--- src/inc/debug_probe_map.vh ---
// Purpose: constants for the probe-backed debug memory access block
// Assumes: 32-bit addresses and data, TAP instruction register of five bits
// Notes: included by the access block design file, the probe model and the bench
// Notes on behaviour
// shifted zero fast flag completes pending access
// fast success needs pending and fast-area address
// completion request shifts out success flag
// shifted one only reports, changes nothing
// fast-area access stalls cpu while pending
// download writes shifted word, returns previous data
// upload shifts out store word, valid on success
// reset-occurred bit ignored for fast completion
// route only in segment, enabled, debug mode
// segment-select bit also gates probe routing
// probe vector exception fetches at vector address
// pending ends by probe zero or reset
// fetch/load latches address, pending, read, size
// store latches address, data, pending, write, size
// probe polls pending, direction, then address
// probe fills data then clears pending
// probe takes store data then clears pending
// completed fetch loads instruction, advances pc
// pending zero means access complete
// probe and external accesses are serialised
// pending is bit 18, write-zero, resets zero
// probe zero-fills unused read bytes
// bit 15 enables probe memory handling
// fast completion releases cpu like probe clear
`ifndef DEBUG_PROBE_MAP_VH
`define DEBUG_PROBE_MAP_VH
// tap instruction codes
`define IR_LEN 5
`define IR_CAPTURE 5'h01
`define INS_ADDRESS 5'h08
`define INS_DATA 5'h09
`define INS_CONTROL 5'h0a
`define INS_FASTDATA 5'h0e
`define INS_BYPASS 5'h1f
// control register field positions
`define CTL_DM 3
`define CTL_VECTOR 14
`define CTL_ENABLE 15
`define CTL_PENDING 18
`define CTL_DIR 19
`define CTL_SIZE_LO 29
`define CTL_SIZE_HI 30
// control register reset values
`define ENABLE_RST 1'b0
`define VECTOR_RST 1'b0
// address windows
`define SEG_BASE 32'hff200000
`define SEG_LAST 32'hff2fffff
`define FAST_BASE 32'hff200000
`define FAST_LAST 32'hff20000f
`define DEBUG_VECTOR 32'hff200200
// misc values
`define SIZE_WORD 2'h3
`define PC_STEP 32'h00000004
// shift chain msb positions
`define MSB_FAST 6'd32
`define MSB_WORD 6'd31
`define MSB_BYP 6'd0
`endif

--- src/design/pin_sync.v ---
// Purpose: two-flop synchroniser for pins from outside the clock domain
// Assumes: each bit is an independent level
// Notes: first stage feeds only the second stage
`timescale 1ns/1ns
module pin_sync #(
  parameter WIDTH = 3
) (
  input wire clk,
  input wire rst,
  input wire [WIDTH-1:0] din,
  output reg [WIDTH-1:0] dout
);
  reg [WIDTH-1:0] meta_reg; // first stage, read by second only

  ////////////////////////////////////////////////////////////////
  // two stages, reset to zero
  always @(posedge clk or posedge rst) begin
    if (rst) begin
      meta_reg <= {WIDTH{1'b0}};
      dout <= {WIDTH{1'b0}};
    end else begin
      meta_reg <= din;
      dout <= meta_reg;
    end
  end
endmodule

--- src/design/tap_fsm.v ---
// Purpose: sixteen-state test access port controller
// Assumes: step is a one-cycle pulse on each rising test clock edge
// Notes: outputs are decoded from the current state
`timescale 1ns/1ns
module tap_fsm (
  input wire clk,
  input wire rst,
  input wire step,
  input wire tms,
  output wire in_reset,
  output wire capture_dr,
  output wire shift_dr,
  output wire update_dr,
  output wire capture_ir,
  output wire shift_ir,
  output wire update_ir
);
  localparam RESET = 4'd0;
  localparam IDLE = 4'd1;
  localparam SEL_DR = 4'd2;
  localparam CAP_DR = 4'd3;
  localparam SH_DR = 4'd4;
  localparam EX1_DR = 4'd5;
  localparam PAU_DR = 4'd6;
  localparam EX2_DR = 4'd7;
  localparam UPD_DR = 4'd8;
  localparam SEL_IR = 4'd9;
  localparam CAP_IR = 4'd10;
  localparam SH_IR = 4'd11;
  localparam EX1_IR = 4'd12;
  localparam PAU_IR = 4'd13;
  localparam EX2_IR = 4'd14;
  localparam UPD_IR = 4'd15;

  reg [3:0] state_reg; // current controller state
  reg [3:0] state_next; // state after next edge

  ////////////////////////////////////////////////////////////////
  // next state from tms
  always @* begin
    case (state_reg)
      RESET: state_next = tms ? RESET : IDLE;
      IDLE: state_next = tms ? SEL_DR : IDLE;
      SEL_DR: state_next = tms ? SEL_IR : CAP_DR;
      CAP_DR: state_next = tms ? EX1_DR : SH_DR;
      SH_DR: state_next = tms ? EX1_DR : SH_DR;
      EX1_DR: state_next = tms ? UPD_DR : PAU_DR;
      PAU_DR: state_next = tms ? EX2_DR : PAU_DR;
      EX2_DR: state_next = tms ? UPD_DR : SH_DR;
      UPD_DR: state_next = tms ? SEL_DR : IDLE;
      SEL_IR: state_next = tms ? RESET : CAP_IR;
      CAP_IR: state_next = tms ? EX1_IR : SH_IR;
      SH_IR: state_next = tms ? EX1_IR : SH_IR;
      EX1_IR: state_next = tms ? UPD_IR : PAU_IR;
      PAU_IR: state_next = tms ? EX2_IR : PAU_IR;
      EX2_IR: state_next = tms ? UPD_IR : SH_IR;
      UPD_IR: state_next = tms ? SEL_DR : IDLE;
      default: state_next = RESET;
    endcase
  end

  ////////////////////////////////////////////////////////////////
  // state advances only on a test clock rise
  always @(posedge clk or posedge rst) begin
    if (rst) begin
      state_reg <= RESET;
    end else if (step) begin
      state_reg <= state_next;
    end
  end

  assign in_reset = (state_reg == RESET);
  assign capture_dr = (state_reg == CAP_DR);
  assign shift_dr = (state_reg == SH_DR);
  assign update_dr = (state_reg == UPD_DR);
  assign capture_ir = (state_reg == CAP_IR);
  assign shift_ir = (state_reg == SH_IR);
  assign update_ir = (state_reg == UPD_IR);
endmodule

--- src/design/debug_probe_memory_access.v ---
// Purpose: cpu accesses to the probe memory segment served over the test port
// Assumes: cpu_req is held high until cpu_done; tck slower than ref_clk / 4
// Notes: tap actions are taken on the rising test clock edge seen in ref_clk; tdo changes on the falling edge
`timescale 1ns/1ns
`include "debug_probe_map.vh"
module debug_probe_memory_access (
  input wire ref_clk,
  input wire rst,
  input wire tck,
  input wire tms,
  input wire tdi,
  output reg tdo,
  input wire cpu_req,
  input wire [31:0] cpu_addr,
  input wire cpu_write,
  input wire cpu_fetch,
  input wire [1:0] cpu_size,
  input wire [31:0] cpu_wdata,
  input wire debug_exception,
  input wire soft_reset,
  input wire debug_mode_flag,
  input wire load_store_segment_select,
  input wire ext_bus_idle,
  output reg cpu_stall,
  output reg cpu_done,
  output reg [31:0] cpu_rdata,
  output reg [31:0] fetch_instr,
  output reg [31:0] fetch_pc,
  output reg ext_bus_hold,
  output reg probe_memory_enable,
  output reg probe_vector_select
);
  localparam ST_IDLE = 2'd0;
  localparam ST_PEND = 2'd1;
  localparam ST_DONE = 2'd2;

  wire [2:0] pins_s; // synchronised tck, tms, tdi
  wire tck_s; // synchronised test clock
  wire tms_s; // synchronised mode select
  wire tdi_s; // synchronised data in
  reg tck_prev_reg; // last sampled test clock
  wire tck_rise; // rising test clock edge
  wire tck_fall; // falling test clock edge
  wire tap_reset; // controller in reset state
  wire cap_dr; // capture data chain
  wire sh_dr; // shift data chain
  wire up_dr; // update data chain
  wire cap_ir; // capture instruction
  wire sh_ir; // shift instruction
  wire up_ir; // update instruction

  reg [4:0] ir_sh_reg; // instruction shift chain
  reg [4:0] instr_reg; // active instruction
  reg [32:0] dr_sh_reg; // data shift chain, fast flag at bit 0
  reg [32:0] dr_sh_next; // chain after one shift
  reg [5:0] dr_msb; // chain input position
  reg fast_ok_reg; // success flag shown at capture

  reg [1:0] state_reg; // cpu access state
  reg [1:0] state_next; // next cpu access state
  reg [31:0] addr_reg; // access address register
  reg [31:0] data_reg; // access data register
  reg dir_reg; // access direction bit, 1 = write
  reg [1:0] size_reg; // transfer size field
  reg fetch_reg; // access is an instruction fetch
  reg vec_req_reg; // vector fetch waiting to start
  reg [31:0] ctl_word; // control word as captured

  wire pending; // access pending bit
  wire in_seg; // cpu address in probe segment
  wire probe_hit; // cpu access routed to probe
  wire fast_area; // access address in fast area
  wire fast_possible; // fast completion would succeed
  wire start_cpu; // cpu request starts an access
  wire start_vec; // vector fetch starts an access
  wire probe_clear; // probe wrote zero to pending
  wire fast_clear; // fast completion succeeded
  wire data_write; // data chain loads data register

  ////////////////////////////////////////////////////////////////
  // pin sampling and test clock edges
  pin_sync #(
    .WIDTH(3)
  ) u_sync (
    .clk(ref_clk),
    .rst(rst),
    .din({tck, tms, tdi}),
    .dout(pins_s)
  );

  assign tck_s = pins_s[2];
  assign tms_s = pins_s[1];
  assign tdi_s = pins_s[0];
  assign tck_rise = tck_s & ~tck_prev_reg;
  assign tck_fall = ~tck_s & tck_prev_reg;

  // edge detector history
  always @(posedge ref_clk or posedge rst) begin
    if (rst) begin
      tck_prev_reg <= 1'b0;
    end else begin
      tck_prev_reg <= tck_s;
    end
  end

  tap_fsm u_tap (
    .clk(ref_clk),
    .rst(rst),
    .step(tck_rise),
    .tms(tms_s),
    .in_reset(tap_reset),
    .capture_dr(cap_dr),
    .shift_dr(sh_dr),
    .update_dr(up_dr),
    .capture_ir(cap_ir),
    .shift_ir(sh_ir),
    .update_ir(up_ir)
  );

  ////////////////////////////////////////////////////////////////
  // access decode
  assign pending = (state_reg == ST_PEND);
  assign in_seg = (cpu_addr >= `SEG_BASE) && (cpu_addr <= `SEG_LAST);
  assign probe_hit = in_seg && probe_memory_enable && debug_mode_flag && load_store_segment_select;
  assign fast_area = (addr_reg >= `FAST_BASE) && (addr_reg <= `FAST_LAST);
  assign fast_possible = pending && fast_area;
  // a new probe access waits for the external bus and any pending one
  assign start_vec = (state_reg == ST_IDLE) && vec_req_reg && ext_bus_idle;
  assign start_cpu = (state_reg == ST_IDLE) && !vec_req_reg && cpu_req && probe_hit && !cpu_done
    && ext_bus_idle;

  // pending cleared by a zero written through the control chain
  assign probe_clear = tck_rise && up_dr && (instr_reg == `INS_CONTROL) && pending
    && !dr_sh_reg[`CTL_PENDING];
  // fast completion needs a zero shifted in and success shown at capture
  assign fast_clear = tck_rise && up_dr && (instr_reg == `INS_FASTDATA) && !dr_sh_reg[0]
    && fast_ok_reg && pending;
  assign data_write = tck_rise && up_dr && (instr_reg == `INS_DATA) && pending && !dir_reg;

  ////////////////////////////////////////////////////////////////
  // control word seen by the probe
  always @* begin
    ctl_word = 32'h00000000;
    ctl_word[`CTL_SIZE_HI:`CTL_SIZE_LO] = size_reg;
    ctl_word[`CTL_DIR] = dir_reg;
    ctl_word[`CTL_PENDING] = pending;
    ctl_word[`CTL_ENABLE] = probe_memory_enable;
    ctl_word[`CTL_VECTOR] = probe_vector_select;
    ctl_word[`CTL_DM] = debug_mode_flag;
  end

  ////////////////////////////////////////////////////////////////
  // data chain input position per instruction
  always @* begin
    case (instr_reg)
      `INS_FASTDATA: dr_msb = `MSB_FAST;
      `INS_ADDRESS: dr_msb = `MSB_WORD;
      `INS_DATA: dr_msb = `MSB_WORD;
      `INS_CONTROL: dr_msb = `MSB_WORD;
      default: dr_msb = `MSB_BYP;
    endcase
    dr_sh_next = {1'b0, dr_sh_reg[32:1]};
    dr_sh_next[dr_msb] = tdi_s;
  end

  ////////////////////////////////////////////////////////////////
  // instruction chain and register
  always @(posedge ref_clk or posedge rst) begin
    if (rst) begin
      ir_sh_reg <= 5'h00;
      instr_reg <= `INS_BYPASS;
    end else if (tap_reset) begin
      instr_reg <= `INS_BYPASS;
    end else if (tck_rise) begin
      if (cap_ir) begin
        ir_sh_reg <= `IR_CAPTURE;
      end else if (sh_ir) begin
        ir_sh_reg <= {tdi_s, ir_sh_reg[4:1]};
      end else if (up_ir) begin
        instr_reg <= ir_sh_reg;
      end
    end
  end

  ////////////////////////////////////////////////////////////////
  // data chain capture and shift
  always @(posedge ref_clk or posedge rst) begin
    if (rst) begin
      dr_sh_reg <= 33'h000000000;
      fast_ok_reg <= 1'b0;
    end else if (tck_rise && cap_dr) begin
      fast_ok_reg <= fast_possible;
      case (instr_reg)
        `INS_ADDRESS: dr_sh_reg <= {1'b0, addr_reg};
        `INS_DATA: dr_sh_reg <= {1'b0, data_reg};
        `INS_CONTROL: dr_sh_reg <= {1'b0, ctl_word};
        // success flag out first, then current data word
        `INS_FASTDATA: dr_sh_reg <= {data_reg, fast_possible};
        default: dr_sh_reg <= 33'h000000000;
      endcase
    end else if (tck_rise && sh_dr) begin
      dr_sh_reg <= dr_sh_next;
    end
  end

  ////////////////////////////////////////////////////////////////
  // test data out changes on the falling test clock
  always @(posedge ref_clk or posedge rst) begin
    if (rst) begin
      tdo <= 1'b0;
    end else if (tck_fall) begin
      tdo <= sh_ir ? ir_sh_reg[0] : dr_sh_reg[0];
    end
  end

  ////////////////////////////////////////////////////////////////
  // probe-written control bits
  always @(posedge ref_clk or posedge rst) begin
    if (rst) begin
      probe_memory_enable <= `ENABLE_RST;
      probe_vector_select <= `VECTOR_RST;
    end else if (tck_rise && up_dr && (instr_reg == `INS_CONTROL)) begin
      probe_memory_enable <= dr_sh_reg[`CTL_ENABLE];
      probe_vector_select <= dr_sh_reg[`CTL_VECTOR];
    end
  end

  ////////////////////////////////////////////////////////////////
  // vector fetch request held until it starts or soft_reset clears it
  always @(posedge ref_clk or posedge rst) begin
    if (rst) begin
      vec_req_reg <= 1'b0;
    end else if (soft_reset) begin
      vec_req_reg <= 1'b0;
    end else if (debug_exception && probe_vector_select) begin
      vec_req_reg <= 1'b1;
    end else if (start_vec) begin
      vec_req_reg <= 1'b0;
    end
  end

  ////////////////////////////////////////////////////////////////
  // cpu access state
  always @* begin
    state_next = state_reg;
    case (state_reg)
      ST_IDLE: begin
        if (start_vec || start_cpu) begin
          state_next = ST_PEND;
        end
      end
      ST_PEND: begin
        if (probe_clear || fast_clear) begin
          state_next = ST_DONE;
        end
      end
      ST_DONE: state_next = ST_IDLE;
      default: state_next = ST_IDLE;
    endcase
    if (soft_reset) begin
      state_next = ST_IDLE;
    end
  end

  // state register, stall and bus hold
  always @(posedge ref_clk or posedge rst) begin
    if (rst) begin
      state_reg <= ST_IDLE;
      cpu_stall <= 1'b0;
      ext_bus_hold <= 1'b0;
    end else begin
      state_reg <= state_next;
      // stall while pending or while a routed request waits to start
      cpu_stall <= (state_next == ST_PEND) || (state_next == ST_DONE)
        || (cpu_req && probe_hit && !cpu_done && (state_reg != ST_DONE) && (state_next == ST_IDLE));
      ext_bus_hold <= (state_next == ST_PEND);
    end
  end

  ////////////////////////////////////////////////////////////////
  // access address, direction, size and kind
  always @(posedge ref_clk or posedge rst) begin
    if (rst) begin
      addr_reg <= 32'h00000000;
      dir_reg <= 1'b0;
      size_reg <= 2'h0;
      fetch_reg <= 1'b0;
    end else if (!soft_reset && start_vec) begin
      addr_reg <= `DEBUG_VECTOR;
      dir_reg <= 1'b0;
      size_reg <= `SIZE_WORD;
      fetch_reg <= 1'b1;
    end else if (!soft_reset && start_cpu) begin
      addr_reg <= cpu_addr;
      dir_reg <= cpu_write;
      size_reg <= cpu_size;
      fetch_reg <= cpu_fetch && !cpu_write;
    end
  end

  ////////////////////////////////////////////////////////////////
  // access data register
  always @(posedge ref_clk or posedge rst) begin
    if (rst) begin
      data_reg <= 32'h00000000;
    end else if (!soft_reset && start_cpu && cpu_write) begin
      data_reg <= cpu_wdata;
    end else if (data_write) begin
      data_reg <= dr_sh_reg[31:0];
    end else if (fast_clear && !dir_reg) begin
      data_reg <= dr_sh_reg[32:1];
    end
  end

  ////////////////////////////////////////////////////////////////
  // completion towards the cpu
  always @(posedge ref_clk or posedge rst) begin
    if (rst) begin
      cpu_done <= 1'b0;
      cpu_rdata <= 32'h00000000;
      fetch_instr <= 32'h00000000;
      fetch_pc <= 32'h00000000;
    end else begin
      cpu_done <= (state_reg == ST_DONE) && !soft_reset;
      if (state_reg == ST_DONE) begin
        if (!dir_reg) begin
          cpu_rdata <= data_reg;
        end
        if (fetch_reg) begin
          fetch_instr <= data_reg;
          fetch_pc <= addr_reg + `PC_STEP;
        end
      end
    end
  end
endmodule

--- config.mk ---
export PLATFORM = sky130hd
export DESIGN_NAME = debug_probe_memory_access
export DESIGN_NICKNAME = d
export VERILOG_FILES = /design/src/design/pin_sync.v /design/src/design/tap_fsm.v /design/src/design/debug_probe_memory_access.v
export VERILOG_INCLUDE_DIRS = /design/src /design/src/inc
export SDC_FILE = /design/constraint.sdc
export NUM_CORES = 1
export LEC_CHECK = 0
export BUFFER_PORTS_ARGS = -buffer_cell sky130_fd_sc_hd__buf_2
export CAP_MARGIN = 20
export CORE_MARGIN = 8
export CORE_UTILIZATION = 40
export DETAILED_ROUTE_END_ITERATION = 16
export SLEW_MARGIN = 20
export SYNTH_ARGS = -nofsm -noshare
export SYNTH_HDL_FRONTEND = slang
export SYNTH_SLANG_ARGS = --single-unit
export TNS_END_PERCENT = 50
--- constraint.sdc ---
create_clock -name ref_clk -period 14.1 [get_ports ref_clk]
set_input_delay 2.115 -clock ref_clk [delete_from_list [all_inputs] [get_ports ref_clk]]
set_output_delay 2.115 -clock ref_clk [all_outputs]
set_load 0.005 [all_outputs]
==> Flow_metrics.wiki <==
{| class="wikitable"
! Metric !! Value
|-
| Outcome || complete, no violations
|-
| Most area-consuming cells after synthesis || dfrtp_1 51%, mux2_2 5.4%, nand2_1 4.9%, o21ai_1 3.6%, a21oi_1 3.5%
|-
| Fraction of registers with async set/reset || 100.0%
|-
| Part of the power in registers || 47.3%
|-
| Critical Path Slowest Stage Cell || and4b_1
|-
| Start point of the critical path || u_tap.state_reg[3]
|-
| Antenna viol nets, final || 0
|-
| Layout cells sized above 1 || 26.20%
|-
| Cell Chain, Critical Path || nor4b_4, and4b_1, o21a_1, buf_4, o21ai_1, o21ai_1
|-
| Setup repair after global routing missed its margin || no
|-
| Largest driver fanout on the critical path || 30
|-
| Maximum number of pins on one net before global-route repair || 91
|-
| TritonCTS clock tree || built
|-
| Final design area excluding fillers || 13,040 um^2
|-
| Worst Hold Slack || 0.3405 ns
|-
| GRT Util Overall || 19.31%
|-
| First-pass GRT wire length || 51,760 um
|-
| Class of the most critical hold timing path || reg -> reg
|-
| Worst setup EP type || flip-flop
|-
| Synth Register Bits || 228
|-
| Final global-route overflow total || 0
|-
| Post-synthesis cell type count || 63
|-
| Post-route setup TNS || 0 ns
|-
| Setup Viol. Count Final || 0
|-
| PwrDens || 131.0 nW/um^2
|-
| Total Die Area || 33,150 um^2
|-
| Drc violations || 0
|-
| Arr. time, crit path || 3.91 ns
|-
| Clock Tree Root || clkbuf_16
|-
| Min Clock Period, post-route || 3.475 ns
|-
| Number of vias after detailed routing || 9,040
|-
| Count of clock tree sinks || 228
|-
| Flip-flop count of the largest register after layout || 33
|-
| Switching power summed over all nets || 475.9 uW
|-
| Estimated wirelength of the detail-placed design || 22,640 um
|-
| Static power due to leakage || 0.006143 uW
|-
| Yosys top cell by area || dfrtp_1
|-
| CTS Buf Count || 25
|-
| Number of post-CTS setup repair buffers || 0
|-
| Number of nets in the finished design || 1,318
|-
| Fraction of power spent switching nets || 27.86%
|-
| Post-Synthesis Cell Area || 11,030 um^2
|-
| Vias per cell || 5.675
|-
| Number of max-capacitance violations reported || 0
|-
| WL per Instance || 20.59 um
|-
| Area after detailed placement || 12,140 um^2
|-
| Predominant post-synthesis flop cell || dfrtp_1
|-
| Internal power || 1232 uW
|-
| Gates resized, CTS repair || 0
|-
| Worst EP required || 14.54 ns
|-
| Gp weighted congestion || 0.8601
|-
| Origin of the critical flop-to-flop path || u_tap.state_reg[3]
|-
| IO Pins || 181
|-
| Synthesized area per cell || 10.05 um^2
|-
| Core box area || 27,030 um^2
|-
| Worst Path Class, Setup || reg -> reg
|-
| Part of the power in the clock network || 40.7%
|-
| Number of global-route vias before repair || 8,952
|-
| Drt first-iter violations || 867
|-
| Period utilization || 24.65%
|-
| Most instantiated cells after synthesis || 223 x dfrtp_1, 143 x nand2_1, 79 x o21ai_1
|-
| Most frequent cell after synthesis || dfrtp_1
|-
| Largest voltage drop on the vdd net || 0.08805 mV
|-
| Ant diodes || 0
|-
| Final number of max-transition violations || 0
|-
| DR pass1 iterations || 7
|-
| Maximum clock frequency || 0.2878 GHz
|-
| Max incr delay on CP || 1.01 ns
|-
| Hold-fix buffers at CTS || 0
|-
| Worst skew pair latency || 0.52 ns
|-
| Synthesized netlist cell count || 1,098
|-
| Initial antenna violation count || 0
|-
| Slew at the pin closest to its max-slew limit || 1.145 ns
|-
| Yosys Warn Count || 0
|-
| Chip height || 182.1 um
|-
| Most prevalent standard cell on the critical path || o21ai_1
|-
| Deepest level of the CTS H-tree || 1
|-
| Clock Skew || 0.01286 ns
|-
| Worst hold path startpoint || u_sync.meta_reg[2]
|-
| Number of buffers on the longest clock path || 3
|-
| Routed Wire Length || 32,810 um
|-
| Net Count, Synth || 1,181
|-
| Synth-to-layout area growth || 18.21%
|-
| Effective utilization at floorplan || 40.81%
|-
| Worst slew margin relative to its limit || 23.69%
|-
| Post-CTS clock slew at the launch and capture registers of the worst setup and hold paths || 0.06 ns
|-
| Proportion of synthesized chip area in sequential cells || 51.78%
|-
| Total number of placement rows || 60
|-
| Yosys top cell area share || 50.59%
|-
| Number of input and output port buffers inserted || 180
|-
| Number of enable-type register cells in the synthesized netlist || 0
|-
| X dimension of the die || 182.1 um
|-
| Startpoint class of the critical path || flip-flop
|-
| Final Hold Vio Count || 0
|-
| Combinational group share of total power || 12.0%
|}
## per-layer routing
metal	vias to the layer above	track usage, %	wire (um)
li1	4243	-	-
met5	-	0	0
met3	65	3.476	2070
met2	317	31.33	15620
met1	4415	25.78	14220
met4	0	6.363	890
## through the flow
stage | utilization [%] | setup slack (ns) | total power, uW | std cells
final | 48.25 | 10.63 | 1708 | 1593
after global routing | 48.25 | 10.39 | 1785 | 1593
after CTS | 48.16 | 10.34 | 1721 | 1591
after detailed placement | 44.93 | 9.802 | 1021 | 1547
after global placement | 44.93 | 9.869 | 1015 | 1547
after floorplan | - | 5.745 | 949.4 | 1098
## power groups by stage
stage | registers (uW) | logic [uW] | clock network (uW)
after floorplan | 777 | 173 | 0
after global placement | 814 | 201 | 0
after detailed placement | 816 | 205 | 0
after CTS | 805 | 206 | 711
after global routing | 819 | 230 | 736
final | 807 | 205 | 696
## critical path: cells and delay by family (launching register included)
family	cells	cell delay (ns)
buffers and inverters	1	0.39
AOI/OAI and AO/OA	3	0.88
DFF	1	0.68
and+or+nand+nor	2	1.44
## worst paths after layout
check | endpoint | cells after the start | slack (ns)
min in group asynchronous | u_sync.meta_reg[2] | 2 | 1.71
setup reg to reg | data_reg[20] | 6 | 10.63
hold / removal | u_sync.dout[2] | 0 | 0.34
hold reg to reg | u_sync.dout[2] | 0 | 0.34
max in group asynchronous | addr_reg[20] | 3 | 10.98
setup / recovery | data_reg[20] | 6 | 10.63
## kinds of logic after synthesis
family	after synthesis	share of synthesized area, %
xor gates and xnor gates	28	2.223
buffers and inverters	103	3.993
muxes	71	7.214
AOI/OAI and AO/OA	294	17.30
adders and majority gates	4	0.4537
and+or+nand+nor	370	17.04
DFF	228	51.78
## cell usage in the layout (no fill, tap or decap), drive strengths merged, types with 18 or more instances in the layout
master,n
and3,33
nor2,49
clkbuf,33
mux2,68
a211oi,30
inv,18
nand2,143
buf,196
o21ai,121
dfrtp,223
a21oi,77
a222oi,23
xor2,20
nand3,26
nand2b,27
## layout make-up
class	count	area, um^2
multi-input combinational	767	4926
fill	2589	13990
timing repair buffer	196	1028
clock inverter	11	188.9
inverter	17	71.32
tap	341	426.7
sequential	228	5712
clock buffer	33	685.7
Note: power is estimated with default switching activity, not from simulation.
